[src/verilog/wdt_pkg.sv]
`default_nettype none
package wdt_pkg;
  // Register byte offsets
  localparam int ADDR_W = 4;
  localparam logic [ADDR_W-1:0] CTRL_OFF = 4'h0;
  localparam logic [ADDR_W-1:0] COUNT_OFF = 4'h4;
  localparam logic [ADDR_W-1:0] ISTAT_OFF = 4'h8;
  localparam logic [ADDR_W-1:0] IMASK_OFF = 4'hc;
  // Control register bit positions
  localparam int CWE_GUARD_BIT = 7;
  localparam int CWE_BIT = 6;
  localparam int RWE_GUARD_BIT = 5;
  localparam int RWE_BIT = 4;
  localparam int RUN_GUARD_BIT = 3;
  localparam int RUN_BIT = 2;
  localparam int FLAG_GUARD_BIT = 1;
  localparam int FLAG_BIT = 0;
  // Interrupt status bit for counter overflow
  localparam int OVF_IRQ_BIT = 0;
  localparam int IRQ_W = 1;
  // Reset values and guard bit read value
  localparam logic CTRL_BIT_RESET = 1'b0;
  localparam logic GUARD_READ = 1'b1;
  localparam logic [IRQ_W-1:0] IRQ_RESET = 1'h0;
  // AXI responses
  localparam logic [1:0] RESP_OKAY = 2'h0;
  localparam logic [1:0] RESP_SLVERR = 2'h2;
  // Default counter width and tick divider
  localparam int CNT_W_DEF = 8;
  localparam int TICK_DIV_DEF = 256;

  // Stored control bits
  typedef struct packed {
    logic cwe;
    logic rwe;
    logic run;
    logic flag;
  } ctrl_s;
endpackage
`default_nettype wire

[src/verilog/wdt_guarded_control.sv]
`default_nettype none
module wdt_guarded_control
  import wdt_pkg::*;
#(
  parameter int CNT_W = CNT_W_DEF,
  parameter int TICK_DIV = TICK_DIV_DEF
) (
  input wire logic aclk,
  input wire logic aresetn,
  input wire logic [ADDR_W-1:0] s_axi_awaddr,
  input wire logic [2:0] s_axi_awprot,
  input wire logic s_axi_awvalid,
  output logic s_axi_awready,
  input wire logic [31:0] s_axi_wdata,
  input wire logic [3:0] s_axi_wstrb,
  input wire logic s_axi_wvalid,
  output logic s_axi_wready,
  output logic [1:0] s_axi_bresp,
  output logic s_axi_bvalid,
  input wire logic s_axi_bready,
  input wire logic [ADDR_W-1:0] s_axi_araddr,
  input wire logic [2:0] s_axi_arprot,
  input wire logic s_axi_arvalid,
  output logic s_axi_arready,
  output logic [31:0] s_axi_rdata,
  output logic [1:0] s_axi_rresp,
  output logic s_axi_rvalid,
  input wire logic s_axi_rready,
  output logic irq,
  output logic wdt_reset
);

  localparam int DIV_W = $clog2(TICK_DIV + 1);
  localparam logic [DIV_W-1:0] DIV_LAST = DIV_W'(TICK_DIV - 1);
  localparam logic [CNT_W-1:0] CNT_MAX = '1;

  logic aw_full_r, w_full_r, bvalid_r, awready_r, wready_r;
  logic [ADDR_W-1:0] awaddr_r;
  logic [31:0] wdata_r;
  logic [3:0] wstrb_r;
  logic [1:0] bresp_r;
  logic arready_r, rvalid_r;
  logic [31:0] rdata_r;
  logic [1:0] rresp_r;
  ctrl_s ctrl_r;
  logic [CNT_W-1:0] count_r;
  logic [DIV_W-1:0] div_r;
  logic tick;
  logic overflow;
  logic wdt_reset_r;
  logic [IRQ_W-1:0] istat_r, imask_r;
  logic irq_r;
  logic aw_take, w_take, wr_fire, ar_take;
  logic aw_full_nxt, w_full_nxt;
  logic ctrl_wr, count_wr, istat_wr, imask_wr, wr_mapped;
  logic [7:0] wd;
  logic [7:0] ctrl_view;
  logic [31:0] rd_word;
  logic rd_mapped;

  // Write channel handshakes; address and data taken in either order
  assign aw_take = s_axi_awvalid & awready_r;
  assign w_take = s_axi_wvalid & wready_r;
  assign wr_fire = aw_full_r & w_full_r & ~bvalid_r;
  assign aw_full_nxt = (aw_full_r | aw_take) & ~wr_fire;
  assign w_full_nxt = (w_full_r | w_take) & ~wr_fire;

  always_ff @(posedge aclk) begin
    if (!aresetn) begin
      aw_full_r <= 1'b0;
      w_full_r <= 1'b0;
      awready_r <= 1'b0;
      wready_r <= 1'b0;
      awaddr_r <= '0;
      wdata_r <= '0;
      wstrb_r <= '0;
    end else begin
      aw_full_r <= aw_full_nxt;
      w_full_r <= w_full_nxt;
      awready_r <= ~aw_full_nxt;
      wready_r <= ~w_full_nxt;
      if (aw_take) begin
        awaddr_r <= s_axi_awaddr;
      end
      if (w_take) begin
        wdata_r <= s_axi_wdata;
        wstrb_r <= s_axi_wstrb;
      end
    end
  end

  // Write decode; only the low byte lane carries register bits
  assign wd = wdata_r[7:0];
  assign ctrl_wr = wr_fire & (awaddr_r == CTRL_OFF) & wstrb_r[0];
  assign count_wr = wr_fire & (awaddr_r == COUNT_OFF) & wstrb_r[0];
  assign istat_wr = wr_fire & (awaddr_r == ISTAT_OFF) & wstrb_r[0];
  assign imask_wr = wr_fire & (awaddr_r == IMASK_OFF) & wstrb_r[0];
  assign wr_mapped = (awaddr_r == CTRL_OFF) | (awaddr_r == COUNT_OFF) |
                     (awaddr_r == ISTAT_OFF) | (awaddr_r == IMASK_OFF);

  // Write response
  always_ff @(posedge aclk) begin
    if (!aresetn) begin
      bvalid_r <= 1'b0;
      bresp_r <= RESP_OKAY;
    end else if (wr_fire) begin
      bvalid_r <= 1'b1;
      bresp_r <= wr_mapped ? RESP_OKAY : RESP_SLVERR;
    end else if (s_axi_bready) begin
      bvalid_r <= 1'b0;
    end
  end

  // Read path: one word per request, answered next cycle
  assign ar_take = s_axi_arvalid & arready_r;
  assign ctrl_view = {GUARD_READ, ctrl_r.cwe, GUARD_READ, ctrl_r.rwe,
                      GUARD_READ, ctrl_r.run, GUARD_READ, ctrl_r.flag};

  always_comb begin
    rd_word = '0;
    rd_mapped = 1'b1;
    unique case (s_axi_araddr)
      CTRL_OFF: rd_word[7:0] = ctrl_view;
      COUNT_OFF: rd_word[CNT_W-1:0] = count_r;
      ISTAT_OFF: rd_word[IRQ_W-1:0] = istat_r;
      IMASK_OFF: rd_word[IRQ_W-1:0] = imask_r;
      default: rd_mapped = 1'b0;
    endcase
  end

  always_ff @(posedge aclk) begin
    if (!aresetn) begin
      arready_r <= 1'b0;
      rvalid_r <= 1'b0;
      rdata_r <= '0;
      rresp_r <= RESP_OKAY;
    end else begin
      arready_r <= ~(ar_take | (rvalid_r & ~s_axi_rready));
      if (ar_take) begin
        rvalid_r <= 1'b1;
        rdata_r <= rd_word;
        rresp_r <= rd_mapped ? RESP_OKAY : RESP_SLVERR;
      end else if (s_axi_rready) begin
        rvalid_r <= 1'b0;
      end
    end
  end

  // Counter write enable and register write enable, own guards
  always_ff @(posedge aclk) begin
    if (!aresetn) begin
      ctrl_r.cwe <= CTRL_BIT_RESET;
      ctrl_r.rwe <= CTRL_BIT_RESET;
    end else if (ctrl_wr) begin
      if (!wd[CWE_GUARD_BIT]) begin
        ctrl_r.cwe <= wd[CWE_BIT];
      end
      if (!wd[RWE_GUARD_BIT]) begin
        ctrl_r.rwe <= wd[RWE_BIT];
      end
    end
  end

  // Run enable: guard 0 and register enable already set
  always_ff @(posedge aclk) begin
    if (!aresetn) begin
      ctrl_r.run <= CTRL_BIT_RESET;
    end else if (ctrl_wr && ctrl_r.rwe && !wd[RUN_GUARD_BIT]) begin
      ctrl_r.run <= wd[RUN_BIT];
    end
  end

  // Overflow flag; overflow wins over a clearing write
  always_ff @(posedge aclk) begin
    if (!aresetn) begin
      ctrl_r.flag <= CTRL_BIT_RESET;
    end else if (overflow) begin
      ctrl_r.flag <= 1'b1;
    end else if (ctrl_wr && ctrl_r.rwe && !wd[FLAG_GUARD_BIT]) begin
      ctrl_r.flag <= wd[FLAG_BIT];
    end
  end

  // Tick divider, runs only while counting
  assign tick = ctrl_r.run & (div_r == DIV_LAST);

  always_ff @(posedge aclk) begin
    if (!aresetn || !ctrl_r.run || tick) begin
      div_r <= '0;
    end else begin
      div_r <= div_r + DIV_W'(1);
    end
  end

  // Watchdog counter; software load beats the tick
  // A refused write (cwe low) must not swallow the overflow
  assign overflow = tick & ~(count_wr & ctrl_r.cwe) & (count_r == CNT_MAX);

  always_ff @(posedge aclk) begin
    if (!aresetn) begin
      count_r <= '0;
    end else if (count_wr && ctrl_r.cwe) begin
      count_r <= wd[CNT_W-1:0];
    end else if (tick) begin
      count_r <= count_r + CNT_W'(1);
    end
  end

  // Internal reset pulse on overflow
  always_ff @(posedge aclk) begin
    if (!aresetn) begin
      wdt_reset_r <= 1'b0;
    end else begin
      wdt_reset_r <= overflow;
    end
  end

  // Sticky status, write one to clear, set wins; mask and level irq
  always_ff @(posedge aclk) begin
    if (!aresetn) begin
      istat_r <= IRQ_RESET;
      imask_r <= IRQ_RESET;
      irq_r <= 1'b0;
    end else begin
      istat_r[OVF_IRQ_BIT] <= overflow |
        (istat_r[OVF_IRQ_BIT] & ~(istat_wr & wd[OVF_IRQ_BIT]));
      if (imask_wr) begin
        imask_r <= wd[IRQ_W-1:0];
      end
      irq_r <= |(istat_r & imask_r);
    end
  end

  // Outputs straight from flops
  assign s_axi_awready = awready_r;
  assign s_axi_wready = wready_r;
  assign s_axi_bvalid = bvalid_r;
  assign s_axi_bresp = bresp_r;
  assign s_axi_arready = arready_r;
  assign s_axi_rvalid = rvalid_r;
  assign s_axi_rdata = rdata_r;
  assign s_axi_rresp = rresp_r;
  assign irq = irq_r;
  assign wdt_reset = wdt_reset_r;
endmodule
`default_nettype wire

[config.mk]
export PLATFORM = sky130hd
export DESIGN_NAME = wdt_guarded_control
export DESIGN_NICKNAME = d
export VERILOG_FILES = /design/src/verilog/wdt_pkg.sv /design/src/verilog/wdt_guarded_control.sv
export SDC_FILE = /design/constraint.sdc
export NUM_CORES = 1
export LEC_CHECK = 0
export BUFFER_PORTS_ARGS = -buffer_cell sky130_fd_sc_hd__buf_4
export CELL_PAD_IN_SITES_DETAIL_PLACEMENT = 2
export CELL_PAD_IN_SITES_GLOBAL_PLACEMENT = 2
export CORE_UTILIZATION = 24
export DETAILED_ROUTE_END_ITERATION = 7
export PLACE_DENSITY_LB_ADDON = 0.1
export RECOVER_POWER = 100
export SYNTH_ARGS = -nofsm -noshare
export SYNTH_HDL_FRONTEND = slang
export SYNTH_SLANG_ARGS = --single-unit
[constraint.sdc]
create_clock -name aclk -period 1.6 [get_ports aclk]
set_input_delay 0.32 -clock aclk [delete_from_list [all_inputs] [get_ports aclk]]
set_output_delay 0.32 -clock aclk [all_outputs]
set_load 0.05 [all_outputs]
**Yosys cells after proc, flatten, opt, wreduce, memory -nomap -nowiden**

Cells that the tools add are included.

- Input bits: 57
- Register bits: 57
- Logic and storage cells: 105
- Output and inout port bits: 43

- Equality and inequality tests: 8
- Bitwise logic cells: 40
- Mux-type cells: 13
- Add/sub/neg operators: 2
- Reductions and logical operators: 19

Operator list:

| kind | number |
|---|---|
| $and A1 B1 Y1 | 23 |
| $eq A4 B4 Y1 const B | 4 |
| $mux W8 | 2 |
| $pmux W7 S2 | 1 |
| $not A1 Y1 | 10 |
| $add A9 B1 Y9 const B | 1 |
| $eq A9 B8 Y1 const B | 1 |
| $add A8 B1 Y8 const B | 1 |
| $eq A4 B3 Y1 const B | 2 |
| $eq A8 B8 Y1 const B | 1 |
| $logic_not A4 Y1 | 2 |
| $reduce_bool A2 Y1 | 4 |
| $mux W1 | 7 |
| $or A1 B1 Y1 | 7 |
| $logic_and A1 B1 Y1 | 4 |
| $logic_not A1 Y1 | 4 |
| $mux W2 | 2 |
| $pmux W1 S4 | 1 |
| $reduce_and A2 Y1 | 2 |
| $reduce_or A4 Y1 | 1 |
| $logic_or A1 B1 Y1 | 2 |

**Logic depth before layout (Yosys ltp)**

Gate-level depths: netlist (run 1).

- Word-level depth: 9
- Gate-level depth with buffers: 7
- Gate-level depth less buffers: 7

**Worst setup path after synthesis (run 1)**

OpenSTA, ideal clock, no wires.

- Path type: register -> register
- Start: register div_r[2]
- End: register count_r[7]
- Setup time: 0.119 ns
- Buffers on the path: 0
- Data required time: 1.481 ns
- Stages on the path, launching flop included: 8
- Path slack: -0.100 ns
- Clock period less this slack: 1.700 ns
- Arrival: 1.580 ns
- Cells stage by stage: dfxtp_1 > and4_1 > and4_1 > ha_1 > nand2_1 > nor4_1 > xnor2_1 > a21oi_1

- Word-level cells in the longest chain between the ends: 3

Ends and longest elaborated chain:

| what | line | source |
|---|---|---|
| from (decl) | wdt_guarded_control.sv:47 | `logic [DIV_W-1:0] div_r;` |
| from (signal assigned) | wdt_guarded_control.sv:191 | `div_r <= div_r + DIV_W'(1);` |
| $eq A9 B8 Y1 | wdt_guarded_control.sv:185 | `assign tick = ctrl_r.run & (div_r == DIV_LAST);` |
| $and A1 B1 Y1 | wdt_guarded_control.sv:185 |  |
| $reduce_bool A2 Y1 (no line) | n/a |  |
| to (signal assigned) | wdt_guarded_control.sv:203 | `count_r <= wd[CNT_W-1:0];` |
| to (signal assigned) | wdt_guarded_control.sv:205 | `count_r <= count_r + CNT_W'(1);` |
| to (decl) | wdt_guarded_control.sv:46 | `logic [CNT_W-1:0] count_r;` |

Every way passes these cells.
A chain may end at the register's enable or synchronous reset.

**Worst setup path in the final report (run 1)**

- Start: register div_r[2]
- End: register count_r[4]

The elaborated chain is that of the path after synthesis.

==> results of run 1 <==
## power by group
group,switching [uW],internal [uW],total (uW),leakage [uW]
registers,30.6,1400,1430,0.000449
logic,274,86.8,361,0.000766
clock network,465,309,775,0.0000422
total,770,1800,2570,0.00126
## cell usage in the layout (no fill, tap or decap), types with 2 or more instances in the layout
cell type / n
a211oi_1: 3
a21oi_1: 32
and3_1: 3
and4_4: 2
buf_4: 37
buf_6: 2
clkbuf_1: 6
clkbuf_2: 17
clkbuf_8: 5
conb_1: 26
dfxtp_1: 50
dfxtp_2: 5
inv_1: 6
mux2i_1: 9
nand2_1: 32
nand2_2: 2
nand2b_1: 2
nand3_1: 10
nand4_1: 4
nand4b_1: 2
nor2_1: 32
nor2_2: 2
nor2b_1: 4
nor3_1: 8
nor4_4: 2
o21ai_0: 7
or3_1: 2
or3b_1: 2
xnor2_1: 4
xor2_1: 9
## repair_timing
item	4_1_cts	5_1_grt
pin swaps	11	3
buffers inserted	0	2
resized for setup	7	8
endpoints found under the setup margin	11	13
hold endpoints to repair	0	0
## path summary, 6_finish.rpt
| check | from | end | slack (ns) | depth (start not counted) |
|---|---|---|---|---|
| worst max-delay path | div_r[2]$_SDFF_PP0_ | count_r[4]$_SDFFE_PN0P_ | -0.05 | 8 |
| worst min-delay path | s_axi_wdata[1] | wdata_r[1]$_SDFFE_PN0P_ | 0.24 | 3 |
| worst max register to register | div_r[2]$_SDFF_PP0_ | count_r[4]$_SDFFE_PN0P_ | -0.05 | 8 |
| worst min register to register | s_axi_rdata[7]$_SDFFE_PN0P_ | s_axi_rdata[7]$_SDFFE_PN0P_ | 0.46 | 2 |
## registers in the layout, summed over array words and instances (netlist names), 4 cells and up
signal	cells
s_axi_rdata	8
wdata_r	8
div_r	9
ctrl_r	4
awaddr_r	4
count_r	8
## logic make-up after synthesis
group                      after synthesis  share of synthesized area [%]
AOI/OAI and AO/OA                       47                          10.28
xor gates and xnor gates                13                          4.631
adders and majority gates                3                          1.527
buffers and inverters                   43                          10.74
DFF                                     55                          44.78
muxes                                    9                          3.664
other                                    1                         0.1525
and+or+nand+nor                        118                          24.22
## layout make-up
cell class	instances	area, sq um
clock inverters	1	5.005
fillers	1147	6802
multi-input cells	216	1261
clock buffers	7	76.32
flip-flops and latches	55	1107
well taps	133	166.4
repair buffers	61	420.4
inverters	7	26.28
## metrics by stage
stage | total power [uW] | worst slack (ns) | setup TNS, ns | std cells | hold WS (ns)
detailed placement | 1837 | -0.1933 | -1.217 | 470 | 0.4469
CTS | 2629 | -0.04200 | -0.2690 | 478 | 0.2321
global route | 2689 | -0.1392 | -0.8766 | 480 | 0.2444
floorplan | 1771 | 0.002424 | 0 | 314 | 0.4204
global placement | 1829 | -0.1686 | -1.046 | 470 | 0.4409
finish | 2566 | -0.04553 | -0.1367 | 480 | 0.2442
## worst max-delay path, stage by stage (launching register included)
cell and delay, ns:
dfxtp_2 0.35, and4_4 0.23, and4_4 0.21, ha_4 0.15, nand3_2 0.12, buf_6 0.16, nor2_2 0.11, xnor2_1 0.13
a21oi_1 0.08
## per-layer routing
layer	track usage, %	up-vias	part of all wire (%)
met5	0	-	0
met4	4.550	0	1.4
met3	2.083	5	4.6
met2	19.69	48	44
met1	17.87	992	50
li1	-	1039	-
==> impl_metrics.json, run 1 <==
{
  "finalClockSkew_ns": 0.01344,
  "rsz0062_at_grt": "true",
  "final_area_sq_um": 3063,
  "port_buffers": 40,
  "place_congestion": 0.7345,
  "yosys-top-cells-count": "dfxtp_1, nand2_1, nor2_1, a21oi_1, buf_4",
  "ys_seq_elements": 55,
  "synth.most_common_cell": "dfxtp_1",
  "dieHeight_um": 103.2,
  "diodes": 0,
  "netlist_instances": 289,
  "drv_slew": 0,
  "fmax_ghz": 0.6077,
  "finalSetupViolCount": 4,
  "crit_type": "reg2reg",
  "synth_area_leaders": "dfxtp_1, buf_4, a21oi_1",
  "grt_max_degree": 28,
  "detail-route-antenna-nets": 0,
  "die_area_sq_um": 10650,
  "maxCapViolCount": 0,
  "cp-start-kind": "register",
  "ios": 100,
  "htreeDepth": 2,
  "worstMarginPinSlew_ns": 0.5888,
  "holdBufCountCts": 0,
  "drc": 0,
  "numCtsBuffers": 5,
  "antenna_found_initial": 0,
  "cp_max_fo": 4,
  "first_iter_violations": 41,
  "clk_pin_slew_ns": 0.10,
  "start_util_pct": 24.92,
  "hpwl_mm": 4.951,
  "grt_pass1_vias": 2027,
  "worstPathArrival_ns": 1.85,
  "min_period_ns": 1.646,
  "wl_mm": 6.485,
  "layout-drive-gt1-share_pct": 24.50,
  "yosysUniqueCellTypes": 38,
  "status": "complete, but fails checks",
  "synth_flop_cell": "dfxtp_1",
  "p_per_area_nw_per_um2": 837.9,
  "rows": 36,
  "violations": "setup timing",
  "viasPerCell": 4.342,
  "synthesis.area_sq_um": 2459,
  "vias": 2084,
  "wl_per_cell_um": 13.51,
  "globalRoute.totalOverflow": 0,
  "finish.utilization_pct": 31.05,
  "leakage_uw": 0.001256,
  "synth_warnings": 0,
  "hold_class": "in2reg",
  "syn_to_final_growth_pct": 24.58,
  "clk_path_buf_depth": 2,
  "postSynthAreaPerCell_sq_um": 8.507,
  "ys_async_sr_fraction_pct": 0,
  "finish.net_count": 406,
  "post-route-period-util_pct": 102.8,
  "hold_violations": 0,
  "die_w_um": 103.2,
  "synth_edf_count": 0,
  "yosysTopAreaCellShare_pct": 44.78,
  "core_sq_um": 9864,
  "root_buffer": "clkbuf_8",
  "tritoncts": "done",
  "peakVddDrop_mv": 0.4026,
  "setup_slack_ns": -0.04553,
  "synth_top_area_cell": "dfxtp_1",
  "grt_usage_pct": 12.72,
  "firstDrtPassIters": 4,
  "yosysSeqAreaShare_pct": 44.78,
  "grt_pass1_wl_mm": 10.26,
  "clock_sinks": 55,
  "maxSlewHeadroom_pct": 60.92,
  "placed_area_sq_um": 2959,
  "critical_path.endpoint_type": "register",
  "required_ns": 1.80,
  "clk_latency_ns": 0.32
}
No activity file was read; power rests on OpenSTA's default activity.
==> run 2: changes to the inputs <==
CORE_UTILIZATION = 25   (was 24)
CTS_BUF_LIST = sky130_fd_sc_hd__clkbuf_4 sky130_fd_sc_hd__clkbuf_8   (was default)
HOLD_SLACK_MARGIN = 0.05   (was default)
REMOVE_ABC_BUFFERS = 1   (was default)
==> impl_metrics.json, run 2 (synthesis gave the netlist of run 1 again) <==
{
  "numCtsBuffers": 5,
  "final_common_cell": "dfxtp_1",
  "finalSetupViolCount": 7,
  "dp_slack_ns": -0.2268,
  "grt_max_degree": 27,
  "peakVddDrop_mv": 0.3426,
  "clk_pin_slew_ns": 0.10,
  "maxCapViolCount": 0,
  "dieHeight_um": 101.2,
  "tritoncts": "done",
  "clk_latency_ns": 0.31,
  "clk_path_buf_depth": 2,
  "drv_slew": 0,
  "viasPerCell": 4.343,
  "post-route-period-util_pct": 104.9,
  "worstPathArrival_ns": 1.87,
  "min_period_ns": 1.678,
  "holdBufCountCts": 0,
  "grt_pass1_vias": 2113,
  "grt_pass1_wl_mm": 10.43,
  "cp-start-kind": "register",
  "root_buffer": "clkbuf_8",
  "rows": 35,
  "seqCellArea_sq_um": 1106,
  "clock_sinks": 55,
  "p_per_area_nw_per_um2": 894.7,
  "first_iter_violations": 42,
  "hold_violations": 0,
  "wl_mm": 6.356,
  "cts_setup_buffers": 0,
  "ios": 100,
  "finalClockSkew_ns": 0.007371,
  "syn_to_final_growth_pct": 25.34,
  "worstMarginPinSlew_ns": 0.5922,
  "detail-route-antenna-nets": 0,
  "largest_reg_flops": 9,
  "layout_common_cells": "dfxtp_1, buf_4, nand2_1, nor2_1, a21oi_1",
  "die_w_um": 101.2,
  "setup_slack_ns": -0.07773,
  "globalRoute.totalOverflow": 0,
  "firstDrtPassIters": 3,
  "required_ns": 1.79,
  "cp_max_fo": 4,
  "core_sq_um": 9371,
  "wl_per_cell_um": 13.47,
  "status": "complete, but fails checks",
  "place_congestion": 0.7129,
  "critical_path.endpoint_type": "register",
  "grt_usage_pct": 13.05,
  "antenna_found_initial": 0,
  "multi_input_area_sq_um": 1281,
  "finish.net_count": 402,
  "finish.utilization_pct": 32.88,
  "die_area_sq_um": 10240,
  "start_util_pct": 26.23,
  "vias": 2050,
  "maxSlewHeadroom_pct": 60.69,
  "rsz0062_at_grt": "true",
  "violations": "setup timing",
  "fmax_ghz": 0.5960,
  "leakage_uw": 0.001268,
  "hold_class": "in2reg",
  "largest-register": "div_r",
  "drc": 0,
  "crit_type": "reg2reg",
  "n_fill_cell": 1142,
  "layout-drive-gt1-share_pct": 23.91,
  "diodes": 0,
  "hpwl_mm": 4.663,
  "htreeDepth": 2,
  "port_buffers": 40
}
run 2: cell type report:
class | count | area share [%]
Multi-Input combinational cell | 216 | 41.58
Sequential cell | 55 | 35.89
Timing Repair Buffer | 57 | 12.63
Tap cell | 129 | 5.238
Clock buffer | 6 | 2.680
Clock inverter | 2 | 1.137
Inverter | 7 | 0.8526
run 2: path summary, 6_finish.rpt:
kind	start	end	depth (start not counted)	slack (ns)
setup / recovery	div_r[3]$_SDFF_PP0_	count_r[5]$_SDFFE_PN0P_	7	-0.08
hold / removal	s_axi_wdata[4]	wdata_r[4]$_SDFFE_PN0P_	3	0.25
setup reg to reg	div_r[3]$_SDFF_PP0_	count_r[5]$_SDFFE_PN0P_	7	-0.08
hold reg to reg	s_axi_rdata[7]$_SDFFE_PN0P_	s_axi_rdata[7]$_SDFFE_PN0P_	2	0.46
run 2: through the flow:
stage / TNS [ns] / hold WS (ns) / instances / power (uW) / area, sq um
global placement: -1.108 / 0.4414 / 464 / 1826 / 2917
CTS: -0.5077 / 0.2334 / 472 / 2841 / 3097
floorplan: -1.750 / 0.4409 / 278 / 1710 / 2315
detailed placement: -1.099 / 0.4554 / 464 / 1830 / 2917
global route: -1.226 / 0.2367 / 472 / 2888 / 3082
finish: -0.2511 / 0.2491 / 472 / 2757 / 3082
run 2: where the power goes:
group / internal (uW) / switching (uW)
Combinational: 82.5 / 269
Sequential: 1400 / 29.1
Clock: 508 / 468
run 2: critical path: stages, from the launching register on:
cell     delay, ns
dfxtp_2       0.35
and4_4        0.23
and4_4        0.21
ha_4          0.17
and4_4        0.23
nand4_1       0.11
xor2_1        0.17
a21oi_1       0.08
run 2: timing repair:
| item | CTS | global route |
|---|---|---|
| gates resized for setup | 16 | 11 |
| endpoints found under the hold margin | 0 | 0 |
| pin swaps | 10 | 9 |
| endpoints found under the setup margin | 11 | 11 |
run 2: per-layer routing:
layer / share of wire, % / vias to the layer above / GRT usage [%] / routed length [um]
li1: - / 1031 / - / -
met1: 48 / 974 / 16.86 / 3048
met2: 48 / 43 / 22.14 / 3030
met3: 3.7 / 2 / 2.761 / 236
met4: 0.63 / 0 / 3.344 / 40
met5: 0 / - / 0 / 0
